File: config.mk
export PLATFORM = sky130hd
export DESIGN_NAME = adcsf_frame
export DESIGN_NICKNAME = d
export VERILOG_FILES = /design/src/inc/adcsf_pkg.sv /design/src/inc/adcsf_stream_if.sv /design/src/hdl/adcsf_result_buf.sv /design/src/hdl/adcsf_frame.sv
export SDC_FILE = /design/constraint.sdc
export NUM_CORES = 1
export LEC_CHECK = 0
export ABC_AREA = 0
export BUFFER_PORTS_ARGS = -buffer_cell sky130_fd_sc_hd__buf_2
export CAP_MARGIN = 20
export CORE_MARGIN = 2
export CORE_UTILIZATION = 35
export DETAILED_ROUTE_END_ITERATION = 8
export PLACE_DENSITY = 0.53
export SYNTH_ARGS = -nofsm -noshare
export SYNTH_HDL_FRONTEND = slang
export SYNTH_SLANG_ARGS = --single-unit
File: constraint.sdc
create_clock -name clk -period 1.7 [get_ports clk]
set_clock_uncertainty 0.05 [all_clocks]
set_input_delay 0.34 -clock clk [delete_from_list [all_inputs] [get_ports clk]]
set_output_delay 0.34 -clock clk [all_outputs]
set_load 0.02 [all_outputs]
File: src/inc/adcsf_pkg.sv
package adcsf_pkg;
  // converter geometry
  localparam int RES_BITS   = 14;                  // result width
  localparam int FRAME_BITS = 16;                  // serial clocks per frame
  localparam int PAD_BITS   = FRAME_BITS - RES_BITS; // trailing zero bits
  localparam int CNT_BITS   = 5;                   // falling-edge counter width
  localparam int BUF_DEPTH  = 2;                   // result buffer entries

  // serial clock falling-edge marks within a frame
  localparam logic [CNT_BITS-1:0] CONV_END_FALL   = 5'h10; // conversion done
  localparam logic [CNT_BITS-1:0] LONG_FRAME_FALL = 5'h1d; // leaves 16-clock mode
  localparam logic [CNT_BITS-1:0] CNT_MAX         = 5'h1f; // counter saturation

  // sar trial mask for the first bit
  localparam logic [RES_BITS-1:0] SAR_FIRST_MASK = 14'h2000;

  // system clock rate, every pin is sampled at it
  localparam int CLK_FREQ_HZ = 40_000_000;

  // output coding: 1 = differential (two's complement), 0 = single-ended
  localparam logic CODE_DIFF_DEFAULT = 1'b1;

  // frame sequencer states
  typedef enum logic [1:0] {
    st_idle    = 2'b00,  // frame select high, acquiring unless powered down
    st_convert = 2'b01,  // frame active, conversion running
    st_acquire = 2'b10   // frame active, conversion done
  } adcsf_state_t;
endpackage

File: src/inc/adcsf_stream_if.sv
`timescale 1ns/1ps
// valid/ready word channel between converter and result buffer
interface adcsf_stream_if #(
  parameter int WIDTH = 14
);
  logic             valid;  // word offered
  logic             ready;  // consumer can take the word this cycle
  logic [WIDTH-1:0] data;   // word

  modport producer (output valid, output data, input ready);
  modport consumer (input valid, input data, output ready);
endinterface

File: src/hdl/adcsf_result_buf.sv
`timescale 1ns/1ps
// small fifo holding finished results until the next frame pops one
module adcsf_result_buf
  import adcsf_pkg::*;
#(
  parameter int WIDTH = RES_BITS,
  parameter int DEPTH = BUF_DEPTH
) (
  // clock and reset
  input wire logic        clk,
  input wire logic        rst_n,
  // filling and draining sides
  adcsf_stream_if.consumer in_s,
  adcsf_stream_if.producer out_s
);
  localparam int PW = $clog2(DEPTH);

  logic [WIDTH-1:0] mem_reg [DEPTH];   // storage
  logic [WIDTH-1:0] mem_next [DEPTH];
  logic [PW-1:0]    wr_ptr_reg, wr_ptr_next;
  logic [PW-1:0]    rd_ptr_reg, rd_ptr_next;
  logic [PW:0]      count_reg, count_next;
  logic             push, pop;

  // honest flags straight from the occupancy count
  assign in_s.ready  = (count_reg != (PW+1)'(DEPTH));
  assign out_s.valid = (count_reg != '0);
  assign out_s.data  = mem_reg[rd_ptr_reg];
  assign push        = in_s.valid & in_s.ready;
  assign pop         = out_s.valid & out_s.ready;

  // pointer wrap helper
  function automatic logic [PW-1:0] bump(input logic [PW-1:0] p);
    return (p == PW'(DEPTH - 1)) ? '0 : p + 1'b1;
  endfunction

  // next state
  always_comb begin
    mem_next    = mem_reg;
    wr_ptr_next = wr_ptr_reg;
    rd_ptr_next = rd_ptr_reg;
    count_next  = count_reg;
    if (push) begin
      mem_next[wr_ptr_reg] = in_s.data;
      wr_ptr_next          = bump(wr_ptr_reg);
    end
    if (pop) begin
      rd_ptr_next = bump(rd_ptr_reg);
    end
    // simultaneous push and pop leaves the count alone
    count_next = count_reg + (PW+1)'(push) - (PW+1)'(pop);
  end

  // registers
  always_ff @(posedge clk or negedge rst_n) begin
    if (!rst_n) begin
      wr_ptr_reg <= '0;
      rd_ptr_reg <= '0;
      count_reg  <= '0;
      for (int i = 0; i < DEPTH; i++) begin
        mem_reg[i] <= '0;
      end
    end else begin
      wr_ptr_reg <= wr_ptr_next;
      rd_ptr_reg <= rd_ptr_next;
      count_reg  <= count_next;
      mem_reg    <= mem_next;
    end
  end
endmodule

File: src/hdl/adcsf_frame.sv
`timescale 1ns/1ps
// Operation
// frame select low means active frame
// capture input at frame select falling edge
// frame start drives data pin with msb
// shift next bit each fall after rise
// frame shifts previous frame's result
// conversion on serial clock, ends 16th fall
// acquisition restarts from 16th falling edge
// rise before 29th fall keeps 16-clock mode
// data pin released while frame select high
// host may end frame after 16th fall
// channel select low ch0, high ch1
// host holds channel select around sampling
// host changes channel between first two rises
// differential variant codes two's complement
// single-ended variant codes straight binary
// host runs serial clock near 40 MHz; the host model runs it at 5 MHz, eight clk periods
// power-down request sampled at frame end
// fourteen bits msb first, then zeros
module adcsf_frame
  import adcsf_pkg::*;
#(
  parameter logic CODE_DIFF = CODE_DIFF_DEFAULT
) (
  // clock and reset
  input  wire logic                clk,
  input  wire logic                rst_n,
  // serial port from the host
  input  wire logic                frame_sel_n,
  input  wire logic                sclk,
  input  wire logic                input_channel_select,
  input  wire logic                power_down_request,
  // serial data pin, three-state: level and enable
  output logic                     sdo_out,
  output logic                     sdo_oe,
  // offset-binary codes from the analog front end
  input  wire logic [RES_BITS-1:0] sample_ch0,
  input  wire logic [RES_BITS-1:0] sample_ch1,
  // status
  output logic                     acquiring,
  output logic                     converting,
  output logic                     powered_down,
  output logic                     sample_channel,
  output logic                     long_frame
);

  // result channel in and out of the buffer
  adcsf_stream_if #(.WIDTH(RES_BITS)) buf_in ();
  adcsf_stream_if #(.WIDTH(RES_BITS)) buf_out ();

  adcsf_state_t          state_reg, state_next;      // frame sequencer
  logic                  cs_q_reg;                   // last frame select
  logic                  sclk_q_reg;                 // last serial clock
  logic [CNT_BITS-1:0]   fall_cnt_reg, fall_cnt_next; // falls this frame
  logic                  seen_rise_reg, seen_rise_next;
  logic [FRAME_BITS-1:0] shift_reg, shift_next;      // outgoing word
  logic [RES_BITS-1:0]   held_reg, held_next;        // sampled code
  logic [RES_BITS-1:0]   sar_reg, sar_next;          // trial register
  logic [RES_BITS-1:0]   conv_word_reg, conv_word_next;
  logic                  conv_valid_reg, conv_valid_next;
  logic                  oe_reg, oe_next;
  logic                  chan_reg, chan_next;
  logic                  pd_armed_reg, pd_armed_next;
  logic                  pd_reg, pd_next;
  logic                  long_reg, long_next;

  // pin events, all pins sampled by clk
  logic cs_fall, cs_rise, sclk_rise, sclk_fall;
  logic conv_done;

  // output coding of the selected front-end code
  function automatic logic [RES_BITS-1:0] encode(input logic [RES_BITS-1:0] code);
    encode = CODE_DIFF ? {~code[RES_BITS-1], code[RES_BITS-2:0]} : code;
  endfunction

  // edge detection against last cycle's pin levels
  assign cs_fall   = cs_q_reg & ~frame_sel_n;
  assign cs_rise   = ~cs_q_reg & frame_sel_n;
  assign sclk_rise = ~sclk_q_reg & sclk & ~frame_sel_n;
  assign sclk_fall = sclk_q_reg & ~sclk & ~frame_sel_n;
  // the 16th fall of an active frame ends conversion
  assign conv_done = (state_reg == st_convert) && sclk_fall
                     && (fall_cnt_reg == CONV_END_FALL - 5'h01);

  // buffer hookup: pop exactly at frame start
  assign buf_in.valid  = conv_valid_reg;
  assign buf_in.data   = conv_word_reg;
  assign buf_out.ready = cs_fall;

  adcsf_result_buf #(
    .WIDTH (RES_BITS),
    .DEPTH (BUF_DEPTH)
  ) u_buf (
    .clk   (clk),
    .rst_n (rst_n),
    .in_s  (buf_in),
    .out_s (buf_out)
  );

  // frame sequencer, counter, shifter and converter
  always_comb begin
    state_next      = state_reg;
    fall_cnt_next   = fall_cnt_reg;
    seen_rise_next  = seen_rise_reg;
    shift_next      = shift_reg;
    held_next       = held_reg;
    sar_next        = sar_reg;
    conv_word_next  = conv_word_reg;
    conv_valid_next = conv_valid_reg;
    chan_next       = chan_reg;
    // a word handed to the buffer is done
    if (buf_in.valid && buf_in.ready) begin
      conv_valid_next = 1'b0;
    end
    unique case (state_reg)
      st_idle: begin
        if (cs_fall) begin
          state_next     = st_convert;
          fall_cnt_next  = '0;
          seen_rise_next = 1'b0;
          sar_next       = '0;
          // sample the selected channel, end of acquisition
          chan_next      = input_channel_select;
          held_next      = encode(input_channel_select ? sample_ch1 : sample_ch0);
          // previous frame's result, empty buffer shifts zeros
          shift_next     = buf_out.valid ? {buf_out.data, PAD_BITS'(0)} : '0;
        end
      end
      st_convert, st_acquire: begin
        if (sclk_rise) begin
          seen_rise_next = 1'b1;
        end
        if (sclk_fall) begin
          if (fall_cnt_reg != CNT_MAX) begin
            fall_cnt_next = fall_cnt_reg + 5'h01;
          end
          // no shifting until a rise has been seen
          if (seen_rise_reg) begin
            shift_next = {shift_reg[FRAME_BITS-2:0], 1'b0};
          end
        end
        // one trial bit per fall over the first 14 falls, msb first
        if (state_reg == st_convert && sclk_fall) begin
          sar_next = sar_reg | (held_reg & (SAR_FIRST_MASK >> fall_cnt_reg));
        end
        if (conv_done) begin
          // result leaves for the buffer; a still pending word keeps its
          // place, which cannot occur while each frame pops one
          state_next = st_acquire;
          if (!conv_valid_reg || buf_in.ready) begin
            conv_word_next  = sar_reg | (held_reg & (SAR_FIRST_MASK >> fall_cnt_reg));
            conv_valid_next = 1'b1;
          end
        end
        // host may stop sclk after the 16th fall and raise select later
        if (cs_rise) begin
          state_next = st_idle;
        end
      end
      default: begin
        state_next = st_idle;
      end
    endcase
  end

  // pin and power-down state
  always_comb begin
    oe_next       = ~frame_sel_n;
    pd_armed_next = pd_armed_reg;
    pd_next       = pd_reg;
    long_next     = long_reg;
    // power-down enable looks at the request only at frame end
    if (cs_rise) begin
      pd_armed_next = power_down_request;
      if (!power_down_request) begin
        pd_next = 1'b0;
      end
    end
    // sleep right after conversion when armed
    if (conv_done && pd_armed_reg) begin
      pd_next = 1'b1;
    end
    // 29 falls in one frame leaves 16-clock operation
    if (cs_fall) begin
      long_next = 1'b0;
    end else if (state_reg != st_idle && sclk_fall
                 && fall_cnt_reg == LONG_FRAME_FALL - 5'h01) begin
      long_next = 1'b1;
    end
  end

  // registers
  always_ff @(posedge clk or negedge rst_n) begin
    if (!rst_n) begin
      state_reg      <= st_idle;
      cs_q_reg       <= 1'b1;
      sclk_q_reg     <= 1'b0;
      fall_cnt_reg   <= '0;
      seen_rise_reg  <= 1'b0;
      shift_reg      <= '0;
      held_reg       <= '0;
      sar_reg        <= '0;
      conv_word_reg  <= '0;
      conv_valid_reg <= 1'b0;
      oe_reg         <= 1'b0;
      chan_reg       <= 1'b0;
      pd_armed_reg   <= 1'b0;
      pd_reg         <= 1'b0;
      long_reg       <= 1'b0;
    end else begin
      state_reg      <= state_next;
      cs_q_reg       <= frame_sel_n;
      sclk_q_reg     <= sclk;
      fall_cnt_reg   <= fall_cnt_next;
      seen_rise_reg  <= seen_rise_next;
      shift_reg      <= shift_next;
      held_reg       <= held_next;
      sar_reg        <= sar_next;
      conv_word_reg  <= conv_word_next;
      conv_valid_reg <= conv_valid_next;
      oe_reg         <= oe_next;
      chan_reg       <= chan_next;
      pd_armed_reg   <= pd_armed_next;
      pd_reg         <= pd_next;
      long_reg       <= long_next;
    end
  end

  // outputs, all from flops except the converting and acquiring decodes
  assign sdo_out        = shift_reg[FRAME_BITS-1];
  assign sdo_oe         = oe_reg;
  assign converting     = (state_reg == st_convert);
  assign acquiring      = (state_reg != st_convert) && !pd_reg;
  assign powered_down   = pd_reg;
  assign sample_channel = chan_reg;
  assign long_frame     = long_reg;
endmodule

==> results.md, run 1 <==
* Master cell of the clock root buffer: sky130_fd_sc_hd__clkbuf_16
* Worst path arrival time at 2.02 ns
* Detail Placement HPWL at 6980 µm
* Antenna Nets Post-Route at 0
* Critical R2R Launch: state_reg[0]$_DFFE_PN0P_
* Pin count of the biggest net entering global routing at 36
* Overall overflow remaining after global route at 0
* Summed instance area of the synthesized netlist at 4890 µm²
* Worst Tran Pin Value at 0.538 ns
* Placed cell area at 5550 µm²
* Final count of negative-setup-slack endpoints at 23
* Die outline width at 122 µm
* Worst setup path endpoint: fall_cnt_reg[4]$_DFFE_PN0P_
* Worst path top cell family by delay: compound AO/OA/AOI/OAI gates
* Summed area of non-filler cells in the final layout at 6480 µm²
* Kind of start point of the critical path: register
* Average detailed-routed wire length per instance at 15.2 µm
* Antenna Cells at 0
* Post-synthesis sequential area ratio at 0.532
* Largest voltage drop on the vdd net at 688 µV
* Total count of max-transition violations in the final report at 0
* Post-synth EDFFs at 0
* Net Count, Synth at 495
* Delay of the slowest cell on the worst path at 0.46 ns
* Area used by multi-input combinational logic at 2470 µm²
* Post-route worst setup slack at -0.0800 ns
* Mean instance size in the synthesized netlist at 10.9 µm²
* Number of global-route vias before repair at 3367
* Slew HR at 0.637
* DRC errors left at 0
* Fin. Hold Viols at 0
* Via density per instance at 5.04
* Required arrival time at the worst endpoint at 1.94 ns
* Top cell type by total area after synthesis: sky130_fd_sc_hd__dfrtp_1
* Setup Crit Path Kind: register to register
* First-pass GRT wire length at 17100 µm
* Main synth FF type: sky130_fd_sc_hd__dfrtp_1
* Number of H-tree levels at 3
* Initial antenna violation count at 0
* Cells along the critical path: inv_2, ha_4, nor2_4, a2111oi_4, and2b_2, a32o_1
* Clock latency at the later pin of the worst-skew pair at 0.35 ns
* Area of the die at 14900 µm²
* Length in cells of the worst reg-to-reg path at 6
* Clock tree from TritonCTS: built
* Max Cap Viol at 0
* Final cell count without fillers at 711
* Count of buffers inserted at the top-level ports at 40
* Violations in the final reports: setup timing
* Area occupied by registers at 2600 µm²
* Status: finished with violations
* Number of cells after detailed placement at 680
* Die height at 122 µm
* Layout cell share with drive strength beyond 1 at 0.446
* Core box area at 13800 µm²
* Slowest library cell on the worst path: sky130_fd_sc_hd__a2111oi_4
* Maximum count of clock buffers along a single path at 2
* Final period demand of the worst path at 1.78 ns
* Sink Count at 104
* Combined buffer and inverter count along the critical path at 1
* Number of ports placed on the die boundary at 41
* Cell variety after synth at 52
* Post-synth top area share at 0.527
* Largest cells by area after synthesis: sky130_fd_sc_hd__dfrtp_1, sky130_fd_sc_hd__mux2_2, sky130_fd_sc_hd__mux2i_1
* Mapped Cells at 449
* Total of warnings raised by yosys at 0
* Fill cell count at 1279
* Num rows at 43
* Leakage power summed over all cells at 2.96 nW
* Number of register bits inferred by synthesis at 104
* Total GRT Usage at 0.147
* Routed WL at 10800 µm
* Worst setup path start: state_reg[0]$_DFFE_PN0P_
* Final nets at 572
* Via total after detailed routing at 3583
* Class of the most critical hold timing path: primary input to register
* Layout Area Growth over Synthesis at 32.5%
* Maximum clock frequency at 562 MHz
* Async set-or-reset flop fraction in the synthesized netlist at 1.00
* Starting DRC count in detailed routing at 143
* Starting density of the core at 0.355
* Max reg flops at 28
* Design Power at 7.66 mW
* Final clock period utilization by the worst path at 1.05
* Critical path endpoint category: register
* Worst-case register-to-register setup slack at -0.08 ns
* Final RePlAce weighted congestion at 0.805
* Worst flop-to-flop path endpoint: fall_cnt_reg[4]$_DFFE_PN0P_
* First-pass DRT Iterations at 8
* Maximum net fanout on the critical path at 6
* Pwr/cell area at 1180 nW/µm²
* Unrepaired setup endpoints after global routing: yes
* Clock input transition at the sequential cells of the worst setup and hold paths at 0.07 ns
* Path length in cells of the critical path at 6
* CTS buffer count at 9
* Place WS at -0.112 ns
worst reg2reg max path: stages, from the launching register on:
cell,delay (ns)
sky130_fd_sc_hd__dfrtp_1,0.37
sky130_fd_sc_hd__inv_2,0.07
sky130_fd_sc_hd__ha_4,0.32
sky130_fd_sc_hd__nor2_4,0.05
sky130_fd_sc_hd__a2111oi_4,0.46
sky130_fd_sc_hd__and2b_2,0.25
sky130_fd_sc_hd__a32o_1,0.16
per-stage QoR:
stage | utilization | hold slack, ns | setup TNS [ns]
global route | 0.471 | 0.0896 | -3.86
CTS | 0.433 | 0.0742 | -0.255
finish | 0.471 | 0.0877 | -0.718
global placement | 0.403 | 0.257 | -0.110
floorplan | - | -0.00559 | 0
detailed placement | 0.403 | 0.257 | -0.498
power by group:
| part | internal, mW | switching [mW] |
|---|---|---|
| sequential | 2.77 | 0.242 |
| clock | 1.11 | 0.883 |
| combinational | 1.24 | 1.41 |
per-layer routing:
metal  vias up  global-route usage  part of all wire  wire length, µm
met5         -                   0                 0                0
li1       1740                   -                 -                -
met4         0              0.0489             0.022              240
met3        19              0.0459             0.041              443
met1      1745               0.203              0.47             5120
met2        79               0.220              0.46             5010
area by class of cell:
class	count	area share
clock buffers	13	0.0417
clock inverters	3	0.00232
inverters	12	0.00695
multi-input cells	306	0.381
flip-flops and latches	104	0.402
well taps	180	0.0347
repair buffers	93	0.132
cells by family (layout without fill, tap and decap cells):
group	count (synthesis)	after routing	synth area share
AND/OR/NAND/NOR	118	118	0.117
buffers and inverters	39	121	0.0435
AO/OA/AOI/OAI	113	113	0.140
multiplexers	59	59	0.129
flip-flops	104	104	0.532
adder cells (fa/ha/maj)	12	12	0.0307
XOR/XNOR	4	4	0.00717
how the worst min path moves through the flow:
stage                                   endpoint  slack (ns)  depth (start not counted)   from
floorplan             buf_in.data[0]$_DFFE_PN0P_      -0.006                          0  rst_n
global placement    u_buf.count_reg[1]$_DFF_PN0_        0.26                          1  rst_n
detailed placement  u_buf.count_reg[1]$_DFF_PN0_        0.26                          1  rst_n
CTS                         sclk_q_reg$_DFF_PN0_        0.07                          1   sclk
global route                sclk_q_reg$_DFF_PN0_        0.09                          1   sclk
finish                      sclk_q_reg$_DFF_PN0_        0.09                          1   sclk
cells in the mapped netlist, types with 2 or more instances:
cell type	count
sky130_fd_sc_hd__ha_1	12
sky130_fd_sc_hd__o21ai_0	39
sky130_fd_sc_hd__a41oi_1	7
sky130_fd_sc_hd__a21oi_1	39
sky130_fd_sc_hd__a31oi_1	11
sky130_fd_sc_hd__nor3_1	4
sky130_fd_sc_hd__buf_4	2
sky130_fd_sc_hd__nand3b_1	2
sky130_fd_sc_hd__nor2_1	36
sky130_fd_sc_hd__mux2_2	31
sky130_fd_sc_hd__a32o_1	2
sky130_fd_sc_hd__buf_6	3
sky130_fd_sc_hd__xnor2_1	3
sky130_fd_sc_hd__inv_1	12
sky130_fd_sc_hd__nand3_1	4
sky130_fd_sc_hd__nor2_2	7
sky130_fd_sc_hd__mux2i_1	28
sky130_fd_sc_hd__clkbuf_1	4
sky130_fd_sc_hd__dfrtp_1	103
sky130_fd_sc_hd__nand2_1	45
sky130_fd_sc_hd__buf_2	16
sky130_fd_sc_hd__a31o_2	2
sky130_fd_sc_hd__a21oi_2	6
sky130_fd_sc_hd__nand2b_1	3
what timing repair did:
action / in CTS / in global routing
gates cloned: 0 / 5
buffers inserted: 6 / 3
pin swaps: 9 / 27
hold buffers: 1 / 0
endpoints found under the hold margin: 25 / 0
endpoints found under the setup margin: 27 / 53
resized for setup: 21 / 114
placed cells by master (no fill, tap or decap), types with 2 or more instances in the layout:
cell type and instances:
sky130_fd_sc_hd__xnor2_1 3, sky130_fd_sc_hd__a21oi_1 18, sky130_fd_sc_hd__o21ai_0 17, sky130_fd_sc_hd__buf_4 26, sky130_fd_sc_hd__clkinv_2 3, sky130_fd_sc_hd__inv_2 2, sky130_fd_sc_hd__a31oi_1 10, sky130_fd_sc_hd__nand2_1 37
sky130_fd_sc_hd__nand2_4 2, sky130_fd_sc_hd__ha_4 2, sky130_fd_sc_hd__nand2_2 6, sky130_fd_sc_hd__nand3b_1 2, sky130_fd_sc_hd__nor2_1 14, sky130_fd_sc_hd__dfrtp_1 103, sky130_fd_sc_hd__nand2b_1 2, sky130_fd_sc_hd__o21ai_1 13
sky130_fd_sc_hd__a41oi_2 4, sky130_fd_sc_hd__buf_6 15, sky130_fd_sc_hd__nor2_2 12, sky130_fd_sc_hd__nor3_1 3, sky130_fd_sc_hd__inv_1 10, sky130_fd_sc_hd__mux2_2 31, sky130_fd_sc_hd__and2b_2 2, sky130_fd_sc_hd__buf_2 37
sky130_fd_sc_hd__nand3_1 4, sky130_fd_sc_hd__buf_12 9, sky130_fd_sc_hd__clkbuf_8 3, sky130_fd_sc_hd__a21oi_2 27, sky130_fd_sc_hd__o21ai_2 9, sky130_fd_sc_hd__ha_1 8, sky130_fd_sc_hd__mux2i_1 28, sky130_fd_sc_hd__a41oi_1 3
sky130_fd_sc_hd__clkbuf_16 13, sky130_fd_sc_hd__nor2_4 17, sky130_fd_sc_hd__a32o_1 2, sky130_fd_sc_hd__a31o_2 2, sky130_fd_sc_hd__ha_2 2
No activity file was read; power rests on OpenSTA's default activity.
==> run 2, diff against run 1 <==
MAX_ROUTING_LAYER = met4   (was not set)
==> run 2 against run 1 <==
The flow still finishes with violations (setup timing). Die area unchanged. Clock power about the same. Global-route usage up 0.39 points. Core utilization unchanged. Flip-flop and latch count unchanged. Routed wire length about the same. Combinational power about the same. Setup slack worse by 0.0057 ns. Highest routed layer unchanged.
==> results.md, run 2 (synthesis gave the netlist of run 1 again) <==
* Clock input transition at the sequential cells of the worst setup and hold paths at 0.07 ns (about the same)
* Leakage power summed over all cells at 2.96 nW (unchanged)
* Die outline width at 122 µm (unchanged)
* Slew HR at 0.653 (+0.0163)
* Kind of start point of the critical path: register
* Antenna Nets Post-Route at 0 (unchanged)
* Violations in the final reports: setup timing
* Clock latency at the later pin of the worst-skew pair at 0.35 ns (about the same)
* Final nets at 572 (unchanged)
* Internal at 5.12 mW (about the same)
* Final cell count without fillers at 711 (unchanged)
* Number of cells after detailed placement at 680 (unchanged)
* Hold path endpoint: sclk_q_reg$_DFF_PN0_
* Count of buffers inserted at the top-level ports at 40 (unchanged)
* Layout Area Growth over Synthesis at 32.5% (unchanged)
* Number of H-tree levels at 3 (unchanged)
* First-pass DRT Iterations at 4 (-4)
* Max Cap Viol at 0 (unchanged)
* Place WS at -0.112 ns (unchanged)
* Largest voltage drop on the vdd net at 691 µV (+0.44%)
* Starting density of the core at 0.355 (unchanged)
* Portion of total power attributed to combinational logic at 0.347 (about the same)
* Via density per instance at 5.06 (+0.39%)
* Final RePlAce weighted congestion at 0.816 (+1.5%)
* Most frequent standard cell in the layout excluding fill and tap cells: sky130_fd_sc_hd__dfrtp_1
* Layout cell share with drive strength beyond 1 at 0.446 (unchanged)
* Max reg flops at 28 (unchanged)
* Number of ports placed on the die boundary at 41 (unchanged)
* Overall overflow remaining after global route at 0 (unchanged)
* Critical Path Most Common Cell: sky130_fd_sc_hd__buf_6
* Post-route worst setup slack at -0.0857 ns (-0.00571 ns)
* Antenna Cells at 0 (unchanged)
* Worst-case register-to-register setup slack at -0.08 ns (about the same)
* Slowest library cell on the worst path: sky130_fd_sc_hd__dfrtp_1
* Power spent charging and discharging nets at 2.54 mW (about the same)
* Starting DRC count in detailed routing at 148 (+3.5%)
* Class of the most critical hold timing path: primary input to register
* Area used by multi-input combinational logic at 2470 µm² (unchanged)
* Status: finished with violations
* Detail Placement HPWL at 6980 µm (unchanged)
* Combined buffer and inverter count along the critical path at 4 (+3)
* Total count of max-transition violations in the final report at 0 (unchanged)
* Area of the die at 14900 µm² (unchanged)
* Cells along the critical path: inv_2, buf_4, ha_4, buf_6, nor2_4, buf_6
* Summed area of non-filler cells in the final layout at 6480 µm² (unchanged)
* Critical R2R Launch: state_reg[1]$_DFFE_PN0P_
* Initial antenna violation count at 0 (unchanged)
* Length in cells of the worst reg-to-reg path at 6 (unchanged)
* Num rows at 43 (unchanged)
* Min-Delay Startpoint: sclk
* Worst flop-to-flop path endpoint: fall_cnt_reg[4]$_DFFE_PN0P_
* Placed cell area at 5550 µm² (unchanged)
* First-pass GRT wire length at 17100 µm (-0.25%)
* Final count of negative-setup-slack endpoints at 26 (+13%)
* Total GRT Usage at 0.151 (+0.00394)
* Maximum clock frequency at 560 MHz (-0.32%)
* Number of global-route vias before repair at 3382 (+0.45%)
* Clock network power share at 0.260 (about the same)
* Required arrival time at the worst endpoint at 1.31 ns (-0.63 ns)
* Worst path top cell family by delay: buffers and inverters
* Pin count of the biggest net entering global routing at 36 (unchanged)
* Worst path arrival time at 1.40 ns (-0.62 ns)
* Number of cells on the worst hold path at 1 (unchanged)
* Fill cell count at 1280 (+0.078%)
* Delay of the slowest cell on the worst path at 0.37 ns (-0.09 ns)
* Via total after detailed routing at 3597 (+0.39%)
* Final clock period utilization by the worst path at 1.05 (+0.00336)
* Routed WL at 10800 µm (about the same)
* Maximum net fanout on the critical path at 3 (-3)
* Most frequent cells in the layout: sky130_fd_sc_hd__dfrtp_1, sky130_fd_sc_hd__nand2_1, sky130_fd_sc_hd__buf_2
* Utilization after layout at 0.471 (unchanged)
* Maximum count of clock buffers along a single path at 2 (unchanged)
* Average detailed-routed wire length per instance at 15.2 µm (about the same)
* Setup Crit Path Kind: register to output port
* Core box area at 13800 µm² (unchanged)
* Clock tree from TritonCTS: built
* Final period demand of the worst path at 1.79 ns (+0.00571 ns)
* Design Power at 7.66 mW (about the same)
* Share of power burned in registers at 0.393 (about the same)
* Sink Count at 104 (unchanged)
* CTS buffer count at 9 (unchanged)
* Area occupied by registers at 2600 µm² (unchanged)
* Worst Tran Pin Value at 0.513 ns (-0.0242 ns)
* Fin. Hold Viols at 0 (unchanged)
* Pwr/cell area at 1180 nW/µm² (about the same)
* Die height at 122 µm (unchanged)
* Switching share of power at 0.331 (about the same)
* Unrepaired setup endpoints after global routing: yes
* DRC errors left at 0 (unchanged)
* Critical path endpoint category: output port
* Master cell of the clock root buffer: sky130_fd_sc_hd__clkbuf_16
==> run 2: worst max path at each step <==
| stage | startpoint | end | slack (ns) | cells after the start |
|---|---|---|---|---|
| final | state_reg[1]$_DFFE_PN0P_ | acquiring | -0.09 | 6 |
| after global routing | state_reg[1]$_DFFE_PN0P_ | fall_cnt_reg[0]$_DFFE_PN0P_ | -0.17 | 6 |
| after CTS | state_reg[0]$_DFFE_PN0P_ | acquiring | -0.06 | 5 |
| after detailed placement | state_reg[1]$_DFFE_PN0P_ | fall_cnt_reg[2]$_DFFE_PN0P_ | -0.11 | 6 |
| after global placement | state_reg[1]$_DFFE_PN0P_ | fall_cnt_reg[4]$_DFFE_PN0P_ | -0.03 | 6 |
| after floorplan | state_reg[0]$_DFFE_PN0P_ | fall_cnt_reg[4]$_DFFE_PN0P_ | 0.003 | 6 |
==> run 2: power groups by stage <==
stage	Combinational (mW)	Clock (mW)	Sequential, mW
after floorplan	1.16	0	2.98
after detailed placement	1.88	0	3.02
after global routing	2.87	2.16	3.05
final	2.66	1.99	3.01
after CTS	2.05	2.05	2.98
after global placement	1.86	0	3.01
==> run 2: layout make-up <==
cell class / count / area share
clock buffer: 13 / 0.0417
clock inverter: 3 / 0.00232
inverter: 12 / 0.00695
multi-input combinational: 306 / 0.381
sequential: 104 / 0.402
tap: 180 / 0.0347
timing repair buffer: 93 / 0.132
==> run 2: per-layer routing <==
| layer | GRT usage | part of all wire |
|---|---|---|
| met3 | 0.0417 | 0.036 |
| met1 | 0.202 | 0.48 |
| met4 | 0.0539 | 0.027 |
| met2 | 0.221 | 0.46 |
| met5 | - | 0 |
==> run 2: what timing repair did <==
action                                 4_1_cts  5_1_grt
endpoints found under the hold margin       25        0
setup endpoints to repair                   27       53
pin swaps                                    9       27
gates cloned                                 0        5
gates resized for setup                     21      114
setup buffers                                6        3
hold buffers                                 1        0
==> run 2: worst reg2reg max path, delay by kind of cell (launching register included) <==
family | cells | cell delay [ns]
AO/OA/AOI/OAI | 2 | 0.62
flip-flops | 1 | 0.37
adder cells (fa/ha/maj) | 1 | 0.32
AND/OR/NAND/NOR | 2 | 0.30
buffers and inverters | 1 | 0.07
==> run 2: per-stage QoR <==
step | setup TNS [ns] | hold WS (ns)
after floorplan | 0 | -0.00559
after global placement | -0.110 | 0.257
after detailed placement | -0.498 | 0.257
after CTS | -0.255 | 0.0742
after global routing | -3.86 | 0.0911
final | -0.907 | 0.0877
